--- src/logic/fosp_regs.vh ---
// Purpose: Constants for the flash option, security and protect block.
// Assumes: Word-aligned registers on a 32-bit classic Wishbone bus.
// Notes: Only definitions here; included by bare name.
`ifndef FOSP_REGS_VH
`define FOSP_REGS_VH

// ==========================================================
// Register word offsets (byte addresses)
`define FOSP_OFS_OPTIONS 4'h0
`define FOSP_OFS_CONFIG 4'h4
`define FOSP_OFS_PROTECT 4'h8
`define FOSP_OFS_STATUS 4'hC

// ==========================================================
// Field positions
`define FOSP_OPT_BACKDOOR_KEY_ENABLE_BIT 7
`define FOSP_OPT_NORED_BIT 6
`define FOSP_CFG_KEY_ACCESS_ENABLE_BIT 5
`define FOSP_PROT_DIS_BIT 0
`define FOSP_STS_SECURE_BIT 0
`define FOSP_STS_VIOL_BIT 1
`define FOSP_STS_KEYOK_BIT 2

// ==========================================================
// Masks, codes and reset values
`define FOSP_OPT_MASK 8'hC3
`define FOSP_CFG_MASK 8'hE0
`define FOSP_CFG_RESET 8'h00
`define FOSP_CFG_RESET_TOP 3'h0
`define FOSP_CFG_LSB 5
`define FOSP_CFG_HI 7
`define FOSP_OPT_SEC_HI 1
`define FOSP_PROT_SEL_HI 7
`define FOSP_PROT_SEL_LO 1
`define FOSP_SEC_UNSECURED 2'h2
`define FOSP_KEY_BASE 16'hFFB0
`define FOSP_KEY_HI 13'h1FF6
`define FOSP_KEY_BYTES 4'h8
`define FOSP_BLOCK_BITS 9
`define FOSP_LOW_ONES 9'h1FF

`endif

--- src/logic/fosp_key_cmp.v ---
// Purpose: Backdoor key byte collector and comparator.
// Assumes: Bytes arrive one per write, ascending from the first slot.
// Notes: Any out-of-order or short entry spoils the attempt.
`timescale 1ns/100ps
`include "fosp_regs.vh"

module fosp_key_cmp (
    input wire clk_i,
    input wire rst_i,
    input wire wr_i,
    input wire [2:0] idx_i,
    input wire [7:0] data_i,
    input wire [63:0] key_i,
    input wire done_i,
    output reg match_o
);

    reg [3:0] cnt_ff;
    reg ok_ff;

    // Slot 0 sits in the low byte of the stored key
    function [7:0] key_byte;
        input [63:0] key;
        input [2:0] idx;
        begin
            key_byte = key[{idx, 3'h0} +: 8];
        end
    endfunction

    // ==========================================================
    // Collection and verdict
    always @(posedge clk_i) begin
        if (rst_i) begin
            cnt_ff <= 4'h0;
            ok_ff <= 1'b1;
            match_o <= 1'b0;
        end else if (done_i) begin
            match_o <= ok_ff && (cnt_ff == `FOSP_KEY_BYTES);
            cnt_ff <= 4'h0;
            ok_ff <= 1'b1;
        end else begin
            match_o <= 1'b0;
            if (wr_i) begin
                // Ascending order only; a ninth byte spoils it
                if ((cnt_ff >= `FOSP_KEY_BYTES) ||
                    (idx_i != cnt_ff[2:0]) ||
                    (data_i != key_byte(key_i, idx_i))) begin
                    ok_ff <= 1'b0;
                end
                if (cnt_ff != 4'hF) begin
                    cnt_ff <= cnt_ff + 4'h1;
                end
            end
        end
    end

endmodule

--- src/logic/fosp_prot_chk.v ---
// Purpose: Decides whether a flash address lies in the protected block.
// Assumes: Protected region runs from the boundary up to the top.
// Notes: Pure combinational; address width is a parameter.
`timescale 1ns/100ps
`include "fosp_regs.vh"

module fosp_prot_chk #(
    parameter ADDR_W = 16
) (
    input wire [ADDR_W-1:0] addr_i,
    input wire [6:0] select_i,
    input wire disable_i,
    output wire hit_o
);

    // ==========================================================
    // Boundary: last unprotected address is select:all-ones
    wire [ADDR_W-1:0] last_free;
    assign last_free = {select_i, `FOSP_LOW_ONES};
    assign hit_o = !disable_i && (addr_i > last_free);

endmodule

--- src/logic/fosp_top.v ---
// Purpose: Flash options, configuration and protection registers,
//          with security state, backdoor key and protect checking.
// Assumes: Classic Wishbone slave, 25 MHz clk_i, synchronous rst_i.
//          All side ports come from logic on the same clock.
// Notes: Option and protect bytes are sampled while rst_i is high.
//        They must be stable on the last reset edge; a change after
//        release is not seen until the next reset.
//
// Notes on behaviour
// - Reset copies stored options byte into options
// - Options bits 5:2 read zero; writes ignored
// - Key enable gates backdoor unlock until reset
// - Only secure firmware may write key bytes
// - Redirect-disable bit one turns redirection off
// - Only security code 1:0 means unsecured
// - Secure state blocks unsecured memory access
// - Key match or blank check unsecures device
// - Config bits 7:5 writable; 4:0 read zero
// - Key access steers key-window writes to compare
// - Reset loads protection from stored protect byte
// - Protection ignores bus writes; debug writes update
// - Protect select sets unprotected region end
// - Erase or program into protected block rejected
// - Protect disable one leaves nothing protected
// - Clearing key access compares key, may unlock
// - Protected command ignored, sets write-one-clear flag
`timescale 1ns/100ps
`include "fosp_regs.vh"

module fosp_top #(
    parameter ADDR_W = 16
) (
    input wire clk_i,
    input wire rst_i,
    // Wishbone slave
    input wire cyc_i,
    input wire stb_i,
    input wire we_i,
    input wire [3:0] adr_i,
    input wire [3:0] sel_i,
    input wire [31:0] dat_i,
    output reg [31:0] dat_o,
    output reg ack_o,
    // Nonvolatile bytes from the flash array
    input wire [7:0] stored_options_byte_i,
    input wire [7:0] stored_protect_byte_i,
    input wire [63:0] stored_backdoor_key_i,
    // CPU writes into flash space
    input wire flash_wr_i,
    input wire [ADDR_W-1:0] flash_addr_i,
    input wire [7:0] flash_data_i,
    input wire flash_src_secure_i,
    output reg flash_cmd_wr_o,
    output reg [ADDR_W-1:0] flash_cmd_addr_o,
    output reg [7:0] flash_cmd_data_o,
    // Command registration from the command engine
    input wire cmd_launch_i,
    input wire [ADDR_W-1:0] cmd_target_i,
    input wire cmd_is_modify_i,
    input wire blank_ok_i,
    output reg cmd_go_o,
    // Background debug write of the protection register
    input wire bdm_prot_wr_i,
    input wire [7:0] bdm_prot_data_i,
    // Memory access gating
    input wire mem_req_i,
    input wire mem_src_secure_i,
    output wire mem_grant_o,
    output wire secure_o,
    output wire redirect_en_o
);

    // ==========================================================
    // State
    reg [1:0] opt_top_ff;
    reg [1:0] sec_ff;
    reg [2:0] cfg_ff;
    reg [7:0] prot_ff;
    reg viol_ff;
    // Sticky until reset; reported in status
    reg keyok_ff;

    wire wb_req;
    wire wb_wr;
    wire key_access_enable;
    wire backdoor_key_enable;
    wire key_win;
    wire key_wr;
    wire key_done;
    wire key_match;
    wire prot_hit;
    wire [7:0] opt_view;
    wire [7:0] cfg_view;
    wire cfg_wr;
    wire sts_wr;
    reg [7:0] sts_view;

    reg [7:0] nxt_rd;

    // ==========================================================
    // Register select, shared by every bus write decode
    function reg_hit;
        input [3:0] adr;
        input [3:0] ofs;
        begin
            reg_hit = (adr == ofs);
        end
    endfunction

    // ==========================================================
    // Decodes
    assign wb_req = cyc_i && stb_i && !ack_o;
    assign wb_wr = wb_req && we_i && sel_i[0];
    assign key_access_enable = cfg_ff[`FOSP_CFG_KEY_ACCESS_ENABLE_BIT - `FOSP_CFG_LSB];
    assign backdoor_key_enable = opt_top_ff[`FOSP_OPT_BACKDOOR_KEY_ENABLE_BIT - `FOSP_OPT_NORED_BIT];
    // Register writes that have side effects
    assign cfg_wr = wb_wr && reg_hit(adr_i, `FOSP_OFS_CONFIG);
    assign sts_wr = wb_wr && reg_hit(adr_i, `FOSP_OFS_STATUS);

    // Upper address bits select the eight key slots
    // The three low address bits then pick the slot
    assign key_win =
        (flash_addr_i[ADDR_W-1:3] == `FOSP_KEY_HI);

    // Non-secure sources never reach the comparator
    assign key_wr = flash_wr_i && key_win && key_access_enable && backdoor_key_enable &&
                    flash_src_secure_i;

    // Compare happens as software drops the key access bit
    // A rewrite of config that keeps key access set gives no verdict
    assign key_done = cfg_wr &&
                      key_access_enable &&
                      !dat_i[`FOSP_CFG_KEY_ACCESS_ENABLE_BIT];

    // ==========================================================
    // Submodules
    // Collects key bytes between entering and leaving key access
    fosp_key_cmp u_key (
        .clk_i(clk_i),
        .rst_i(rst_i),
        .wr_i(key_wr),
        .idx_i(flash_addr_i[2:0]),
        .data_i(flash_data_i),
        .key_i(stored_backdoor_key_i),
        .done_i(key_done),
        .match_o(key_match)
    );

    fosp_prot_chk #(
        .ADDR_W(ADDR_W)
    ) u_prot (
        .addr_i(cmd_target_i),
        .select_i(prot_ff[`FOSP_PROT_SEL_HI:`FOSP_PROT_SEL_LO]),
        .disable_i(prot_ff[`FOSP_PROT_DIS_BIT]),
        .hit_o(prot_hit)
    );

    // ==========================================================
    // Options and security state
    // A new stored value only takes effect through another reset
    always @(posedge clk_i) begin
        if (rst_i) begin
            opt_top_ff <= stored_options_byte_i[`FOSP_OPT_BACKDOOR_KEY_ENABLE_BIT:
                `FOSP_OPT_NORED_BIT];
            sec_ff <= stored_options_byte_i[`FOSP_OPT_SEC_HI:0];
            keyok_ff <= 1'b0;
        end else begin
            // The unlock also rewrites the code the options register
            // shows, so software reads back the state it runs in
            // Unlock holds until the next reset
            if ((key_match && backdoor_key_enable) || blank_ok_i) begin
                sec_ff <= `FOSP_SEC_UNSECURED;
            end
            if (key_match && backdoor_key_enable) begin
                keyok_ff <= 1'b1;
            end
        end
    end

    // Secure sources are never blocked; every other source,
    // except the debug port's protect writes, waits for an unlock
    assign secure_o = (sec_ff != `FOSP_SEC_UNSECURED);
    assign mem_grant_o = mem_req_i &&
                         (!secure_o || mem_src_secure_i);
    assign redirect_en_o =
        !opt_top_ff[`FOSP_OPT_NORED_BIT - `FOSP_OPT_NORED_BIT];

    // ==========================================================
    // Configuration register
    always @(posedge clk_i) begin
        if (rst_i) begin
            cfg_ff <= `FOSP_CFG_RESET_TOP;
        end else if (cfg_wr) begin
            // Low five bits are not stored, so they always read zero
            cfg_ff <= dat_i[`FOSP_CFG_HI:`FOSP_CFG_LSB];
        end
    end

    // ==========================================================
    // Protection register
    // Bus writes never land here; only the debug path may change it
    // A debug change lasts only until reset reloads the stored byte;
    // a lasting change needs that byte reprogrammed
    always @(posedge clk_i) begin
        if (rst_i) begin
            prot_ff <= stored_protect_byte_i;
        end else if (bdm_prot_wr_i) begin
            prot_ff <= bdm_prot_data_i;
        end
    end

    // ==========================================================
    // Command registration and protect violation flag
    always @(posedge clk_i) begin
        if (rst_i) begin
            cmd_go_o <= 1'b0;
            viol_ff <= 1'b0;
        end else begin
            // Only erase and program are screened; other commands pass
            cmd_go_o <= cmd_launch_i &&
                        !(cmd_is_modify_i && prot_hit);
            // A new violation wins over a same-cycle clear
            if (cmd_launch_i && cmd_is_modify_i && prot_hit) begin
                viol_ff <= 1'b1;
            end else if (sts_wr && dat_i[`FOSP_STS_VIOL_BIT]) begin
                viol_ff <= 1'b0;
            end
        end
    end

    // ==========================================================
    // Flash-space writes toward the command engine
    // Key-window writes are swallowed while key access is set
    // Address and data still follow every write; without the strobe
    // the engine never acts on a swallowed key byte
    always @(posedge clk_i) begin
        if (rst_i) begin
            flash_cmd_wr_o <= 1'b0;
            flash_cmd_addr_o <= {ADDR_W{1'b0}};
            flash_cmd_data_o <= 8'h00;
        end else begin
            flash_cmd_wr_o <= flash_wr_i &&
                              !(key_win && key_access_enable);
            if (flash_wr_i) begin
                flash_cmd_addr_o <= flash_addr_i;
                flash_cmd_data_o <= flash_data_i;
            end
        end
    end

    // ==========================================================
    // Read views
    // Reads have no side effects, so polling never clears a flag
    assign opt_view = {opt_top_ff, 4'h0, sec_ff} &
                      `FOSP_OPT_MASK;
    assign cfg_view = {cfg_ff, 5'h00} & `FOSP_CFG_MASK;

    // Status bits are placed by name so the map lives in one header
    always @* begin
        sts_view = 8'h00;
        sts_view[`FOSP_STS_SECURE_BIT] = secure_o;
        sts_view[`FOSP_STS_VIOL_BIT] = viol_ff;
        sts_view[`FOSP_STS_KEYOK_BIT] = keyok_ff;
    end

    always @* begin
        case (adr_i)
            `FOSP_OFS_OPTIONS: begin
                nxt_rd = opt_view;
            end
            `FOSP_OFS_CONFIG: begin
                nxt_rd = cfg_view;
            end
            `FOSP_OFS_PROTECT: begin
                nxt_rd = prot_ff;
            end
            `FOSP_OFS_STATUS: begin
                nxt_rd = sts_view;
            end
            default: begin
                nxt_rd = 8'h00;
            end
        endcase
    end

    // ==========================================================
    // Wishbone answer: one wait state, unmapped reads give zero
    // The request is masked while ack stands, so a strobe held
    // through the ack edge is never taken twice. Read data reloads
    // only on reads and so stays steady across later writes.
    always @(posedge clk_i) begin
        if (rst_i) begin
            ack_o <= 1'b0;
            dat_o <= 32'h00000000;
        end else begin
            ack_o <= wb_req;
            if (wb_req && !we_i) begin
                dat_o <= {24'h000000, nxt_rd};
            end
        end
    end

endmodule

--- config.mk ---
export PLATFORM = sky130hd
export DESIGN_NAME = fosp_top
export DESIGN_NICKNAME = d
export VERILOG_FILES = /design/src/logic/fosp_key_cmp.v /design/src/logic/fosp_prot_chk.v /design/src/logic/fosp_top.v
export VERILOG_INCLUDE_DIRS = /design/src /design/src/logic
export SDC_FILE = /design/constraint.sdc
export NUM_CORES = 1
export LEC_CHECK = 0
export ABC_AREA = 1
export BUFFER_PORTS_ARGS = -buffer_cell sky130_fd_sc_hd__buf_2
export CAP_MARGIN = 20
export CELL_PAD_IN_SITES_DETAIL_PLACEMENT = 0
export CELL_PAD_IN_SITES_GLOBAL_PLACEMENT = 1
export CORE_UTILIZATION = 30
export DETAILED_ROUTE_END_ITERATION = 6
export PLACE_DENSITY_LB_ADDON = 0.1
export SYNTH_ARGS = -nofsm -noshare
export SYNTH_HDL_FRONTEND = slang
export SYNTH_SLANG_ARGS = --single-unit
--- constraint.sdc ---
create_clock -name clk_i -period 2.9 [get_ports clk_i]
set_input_delay 0.29 -clock clk_i [delete_from_list [all_inputs] [get_ports clk_i]]
set_output_delay 0.29 -clock clk_i [all_outputs]
set_load 0.05 [all_outputs]
==> results.py, run 1 <==
metrics = {
    "status": {
        "status": "finished, final reports clean",
    },
    "power": {
        "powerDensity_nw_per_um2": 535.1,
        "p_leak_nw": 2.627,
        "vdd_drop_max_v": 0.0003140,
    },
    "sta": {
        "slew_headroom_pct": 58.63,
        "setup_tns_ps": 0,
        "fin_hold_ws_ps": 150.3,
        "finalSetupViolations": 0,
        "min_period_ps": 1756,
        "hold_viol": 0,
        "worst_pin_slew_ps": 618.2,
        "timing.fmax_mhz": 569.5,
        "rsz0062_at_grt": "false",
        "clock_skew_ps": 6.462,
        "period_share_pct": 60.55,
        "report.final.slew_viol_count": 0,
    },
    "clock_tree": {
        "post_cts_resized": 0,
        "hold_buffers": 0,
        "cts.path.max_buffers": 2,
        "clkSinkCount": 58,
        "insertion_delay_ps": 320,
        "cts_setup_buffers": 0,
        "clkTransAtPathRegs_ps": 50,
        "cts_tree": "done",
        "cts_root_buf": "clkbuf_16",
        "cts_max_level": 3,
        "numCtsBuffers": 9,
    },
    "placement": {
        "place.gp.congestion": 0.7899,
        "port-buffer-count": 183,
        "placed_cells": 864,
        "hpwl_um": 8373,
    },
    "worst_setup_path": {
        "slowest_stage": "buf_2",
        "path_buf_inv": 2,
        "crit_path_start_kind": "input pin",
        "path_max_fanout": 38,
        "crit_family": "buffers and inverters",
        "crit_chain": "buf_2 > inv_1 > nor3_1 > nand3b_1 > nor2_1 > nand2_1 > a21oi_1",
        "critPathKind": "in -> reg",
        "arrival_ps": 2010,
        "end_kind": "flip-flop",
        "required_ps": 3150,
        "slowest_delay_ps": 440,
    },
    "global_route": {
        "grt_max_degree": 39,
        "grt.overflow.total": 0,
        "grt_pass1_wl_um": 17020,
        "first_global_vias": 3652,
        "grt_antenna_before_repair": 1,
        "track_usage_pct": 17.03,
    },
    "synthesis": {
        "yosys_warnings": 0,
        "synth-edff-count": 12,
        "yosysSeqAreaShare_pct": 35.01,
        "avgSynthCellArea_um2": 6.559,
        "yosysUniqueCellTypes": 32,
        "synth_async_sr_flop_share_pct": 0,
        "synth_top_area_cell": "dfxtp_1",
        "synthesis.area_um2": 3660,
        "synth-main-ff-cell": "dfxtp_1",
        "ys_ff_latch": 58,
        "synth.area.top_cells": "dfxtp_1 25%, nand2_1 13%, edfxtp_1 9.8%",
        "netlist.area_leader.share_pct": 25.16,
        "synth_cells": 558,
    },
    "floorplanning": {
        "io_pins": 243,
        "start_util_pct": 31.38,
        "die_area_um2": 12650,
        "coreArea_um2": 11660,
        "die_h_um": 112.5,
        "rows": 39,
        "dieWidth_um": 112.5,
    },
    "finish": {
        "drive_gt1_share_pct": 28.36,
        "final_cell_mix": "183 x buf_2, 130 x nand2_1, 80 x nor2_1",
        "fin_cells": 881,
        "fin_nets": 922,
        "final_common_cell": "buf_2",
        "synthToLayoutAreaGrowth_pct": 33.40,
    },
    "drt": {
        "wl_per_cell_um": 12.16,
        "postRouteAntennaNets": 0,
        "finalWirelength_um": 10710,
        "drt_iter0_markers": 159,
        "dr.pass1.iters": 4,
        "vias_per_cell": 4.446,
        "drc": 0,
        "vias": 3917,
    },
    "hold_path": {
        "hp-class": "in -> reg",
    },
    "job": {
        "maxCapViolations": 0,
    },
}
[cells by family after synthesis]
kind of cell | synth area share (%)
and+or+nand+nor | 32.21
xor gates and xnor gates | 0.2394
DFF | 35.01
AOI/OAI and AO/OA | 12.10
buffers and inverters | 17.26
adders and majority gates | 3.077
other | 0.1025
[worst paths after layout]
check	end	cells after the start	slack (ps)	startpoint
hold reg to reg	u_key.ok_ff	2	450	u_key.ok_ff
setup reg to reg	dat_o[5]	6	1320	ack_o
setup / recovery	u_key.cnt_ff[3]	7	1140	flash_wr_i
hold / removal	opt_top_ff[0]	1	150	stored_options_byte_i[6]
[per-layer routing]
layer  share of wire (%)  global-route usage (%)
met1                  46                   21.09
met2                  47                   29.23
met3                 5.7                   4.644
met4                0.90                   4.267
met5                   0                       0
[cell usage after synthesis, types with 3 or more instances]
cell	n
nand2_1	130
nor2_1	80
inv_1	76
dfxtp_1	46
nand3_1	44
o21ai_0	32
a21oi_1	28
buf_4	27
o21ai_1	13
edfxtp_1	12
clkbuf_1	10
nand4_1	10
ha_1	9
nor3_1	8
buf_6	7
o221ai_1	4
buf_2	3
[flip-flops by register name, indices dropped and copies added (netlist names)]
| name | count |
|---|---|
| ack_o | 1 |
| cfg_ff | 3 |
| cmd_go_o | 1 |
| dat_o | 8 |
| flash_cmd_addr_o | 16 |
| flash_cmd_data_o | 8 |
| flash_cmd_wr_o | 1 |
| keyok_ff | 1 |
| opt_top_ff | 2 |
| prot_ff | 8 |
| sec_ff | 2 |
| u_key.cnt_ff | 4 |
| u_key.match_o | 1 |
| u_key.ok_ff | 1 |
| viol_ff | 1 |
[power by group]
part	switching (mW)	total, mW	internal [mW]
Combinational	0.380	0.553	0.173
Sequential	0.0178	0.889	0.871
Clock	0.359	1.17	0.812
[through the flow]
stage                     utilization, %  worst slack, ps  total power, mW  area (um^2)
final                              41.86             1144            2.613         4882
after global routing               41.84            897.8            2.741         4880
after CTS                          41.84             1161            2.649         4880
after detailed placement           38.90            811.0            1.461         4537
after global placement             38.90            845.6            1.457         4537
after floorplan                        -             1414            1.312         3746
[cell type report]
cell class	count	area, um^2
repair buffers	187	945.9
multi-input cells	398	1833
clock buffers	13	302.8
clock inverters	3	40.04
diodes	1	2.502
inverters	78	297.8
well taps	143	178.9
fillers	1268	6780
flip-flops and latches	58	1281
Power figures use the tool's default switching activity.
==> run 2, diff against run 1 <==
CORE_UTILIZATION = 27   (was 30)
clock period = 1.8 ns   (was 2.9 ns; I/O delays follow)
==> run 2 against run 1 <==
Clock skew down 2.6 ps. Total power increased by 52%. Combinational power up 65%. Critical endpoint is now mem_grant_o. Non-clock buffer count up 7. Sequential cell count unchanged. Final cell count increased by 4.3%.
==> results.py, run 2 (synthesis results as in run 1) <==
metrics = {
    "sta": {
        "timing.fmax_mhz": 662.4,
        "min_period_ps": 1510,
        "clock_skew_ps": 3.828,
        "period_share_pct": 83.87,
        "hold_viol": 0,
        "finalSetupViolations": 0,
        "report.final.slew_viol_count": 0,
        "rsz0062_at_grt": "false",
        "setup_tns_ps": 0,
    },
    "hold_path": {
        "hold_path_depth": 1,
        "hp-class": "in -> reg",
        "min-delay-start": "stored_options_byte_i[6]",
        "holdPathEnd": "opt_top_ff[0]",
    },
    "global_route": {
        "grt.overflow.total": 0,
        "grt_use_met3_pct": 5.888,
        "grt_antenna_before_repair": 0,
        "first_global_vias": 3901,
        "use_met1_pct": 20.66,
        "grt_max_degree": 38,
        "track_usage_pct": 16.54,
        "grt_pass1_wl_um": 18350,
        "grt-busiest-layer": "met2",
        "use_met2_pct": 27.46,
    },
    "worst_setup_path": {
        "arrival_ps": 1330,
        "ff2ff_setup_slack_ps": 290,
        "required_ps": 1620,
        "reg2reg_to": "viol_ff",
        "slowest_stage": "edfxtp_1",
        "crit_path_start_kind": "flip-flop",
        "rr_startpoint": "prot_ff[3]",
        "slowest_delay_ps": 380,
        "crit_chain": "nor2_1 > o21a_1 > buf_2",
        "end_kind": "primary output",
        "path_max_fanout": 3,
        "rr_worst_depth": 9,
        "critPathKind": "reg -> out",
    },
    "floorplanning": {
        "dieWidth_um": 118.4,
        "die_h_um": 118.4,
        "start_util_pct": 27.64,
        "die_area_um2": 14020,
        "coreArea_um2": 13240,
        "rows": 42,
        "io_pins": 243,
    },
    "clock_tree": {
        "numCtsBuffers": 9,
        "cts_setup_buffers": 0,
        "hold_buffers": 0,
        "clkSinkCount": 58,
        "cts_tree": "done",
        "cts.path.max_buffers": 2,
        "cts_max_level": 3,
        "insertion_delay_ps": 320,
        "cts_root_buf": "clkbuf_16",
        "post_cts_resized": 0,
        "clkTransAtPathRegs_ps": 50,
    },
    "finish": {
        "final_common_cell": "buf_2",
        "largest_register": "flash_cmd_addr_o",
        "largest_reg_flops": 16,
        "final_cell_mix": "183 x buf_2, 130 x nand2_1, 80 x nor2_1",
        "fin_cells": 919,
        "fillers": 1487,
        "antenna_cells": 0,
        "synthToLayoutAreaGrowth_pct": 34.80,
        "drive_gt1_share_pct": 28.94,
        "fin_nets": 929,
    },
    "placement": {
        "hpwl_um": 8890,
        "placed_cells": 904,
        "port-buffer-count": 183,
        "place.gp.congestion": 0.7951,
    },
    "drt": {
        "finalWirelength_um": 11230,
        "drc": 0,
        "postRouteAntennaNets": 0,
        "vias": 4023,
        "dr.pass1.iters": 4,
        "wl_per_cell_um": 12.22,
        "vias_per_cell": 4.378,
        "drt_iter0_markers": 152,
    },
    "power": {
        "p_switching_mw": 1.207,
        "power.share.switching_pct": 30.41,
        "vdd_drop_max_v": 0.0005673,
        "comb_power_share_pct": 22.9,
        "cellInternalPower_mw": 2.762,
        "p_leak_nw": 2.642,
        "power_frac_seq_pct": 36.1,
        "power.share.clock_pct": 40.9,
        "powerDensity_nw_per_um2": 804.5,
    },
    "job": {
        "maxCapViolations": 0,
    },
    "status": {
        "status": "finished, final reports clean",
    },
}
==> run 2: changes by cell type in the layout (fill, tap and decap cells not counted) <==
cell,previous run,this run
buf_4,4,10
diode_2,1,0
buf_12,0,1
clkbuf_8,2,4
bufinv_16,1,0
clkbuf_16,11,9
==> run 2: cell type report <==
class / count / area, um^2 / area share [%]
multi-input cells: 398 / 1833 / 37.15
flip-flops and latches: 58 / 1281 / 25.97
repair buffers: 194 / 1011 / 20.49
inverters: 78 / 297.8 / 6.036
clock buffers: 13 / 280.3 / 5.681
well taps: 176 / 220.2 / 4.464
clock inverters: 2 / 10.01 / 0.2029
==> run 2: worst max-delay path: cells and delay by family (launching register included) <==
family / cells / cell delay (ps)
DFF: 1 / 380
buffers and inverters: 1 / 250
and+or+nand+nor: 1 / 240
AOI/OAI and AO/OA: 1 / 140
==> run 2: stage by stage <==
| stage | instance area (um^2) | hold slack [ps] | utilization [%] | power [mW] | setup WS (ps) |
|---|---|---|---|---|---|
| 3_5_place_dp | 4643 | 360.7 | 35.06 | 2.381 | 164.5 |
| 3_3_place_gp | 4643 | 360.0 | 35.06 | 2.372 | 159.2 |
| 2_1_floorplan | 3746 | 278.9 | - | 2.114 | 313.9 |
| 4_1_cts | 4933 | 19.86 | 37.25 | 4.041 | 258.4 |
| 5_1_grt | 4933 | 22.10 | 37.25 | 4.195 | 78.40 |
| 6_report | 4933 | 35.65 | 37.25 | 3.969 | 290.3 |
==> run 2: worst max path at each step <==
stage,end,cells after the start,start
final,mem_grant_o,3,sec_ff[0]
after global routing,u_key.cnt_ff[3],6,cfg_ff[0]
after CTS,viol_ff,9,prot_ff[3]
after detailed placement,u_key.ok_ff,13,flash_addr_i[2]
after global placement,u_key.ok_ff,13,flash_addr_i[2]
after floorplan,dat_o[1],6,ack_o
==> run 2: layer usage <==
layer / wire (um) / vias to the layer above / part of all wire, %
li1: - / 2096 / -
met1: 5114 / 1778 / 46
met2: 5191 / 138 / 46
met3: 838 / 11 / 7.5
met4: 86 / 0 / 0.77
met5: 0 / - / 0
==> run 2: power groups by stage <==
stage	Sequential, mW	Clock [mW]	Combinational (mW)
after CTS	1.44	1.68	0.924
after floorplan	1.60	0	0.515
after global routing	1.44	1.74	1.01
final	1.43	1.62	0.911
after detailed placement	1.46	0	0.921
after global placement	1.46	0	0.913
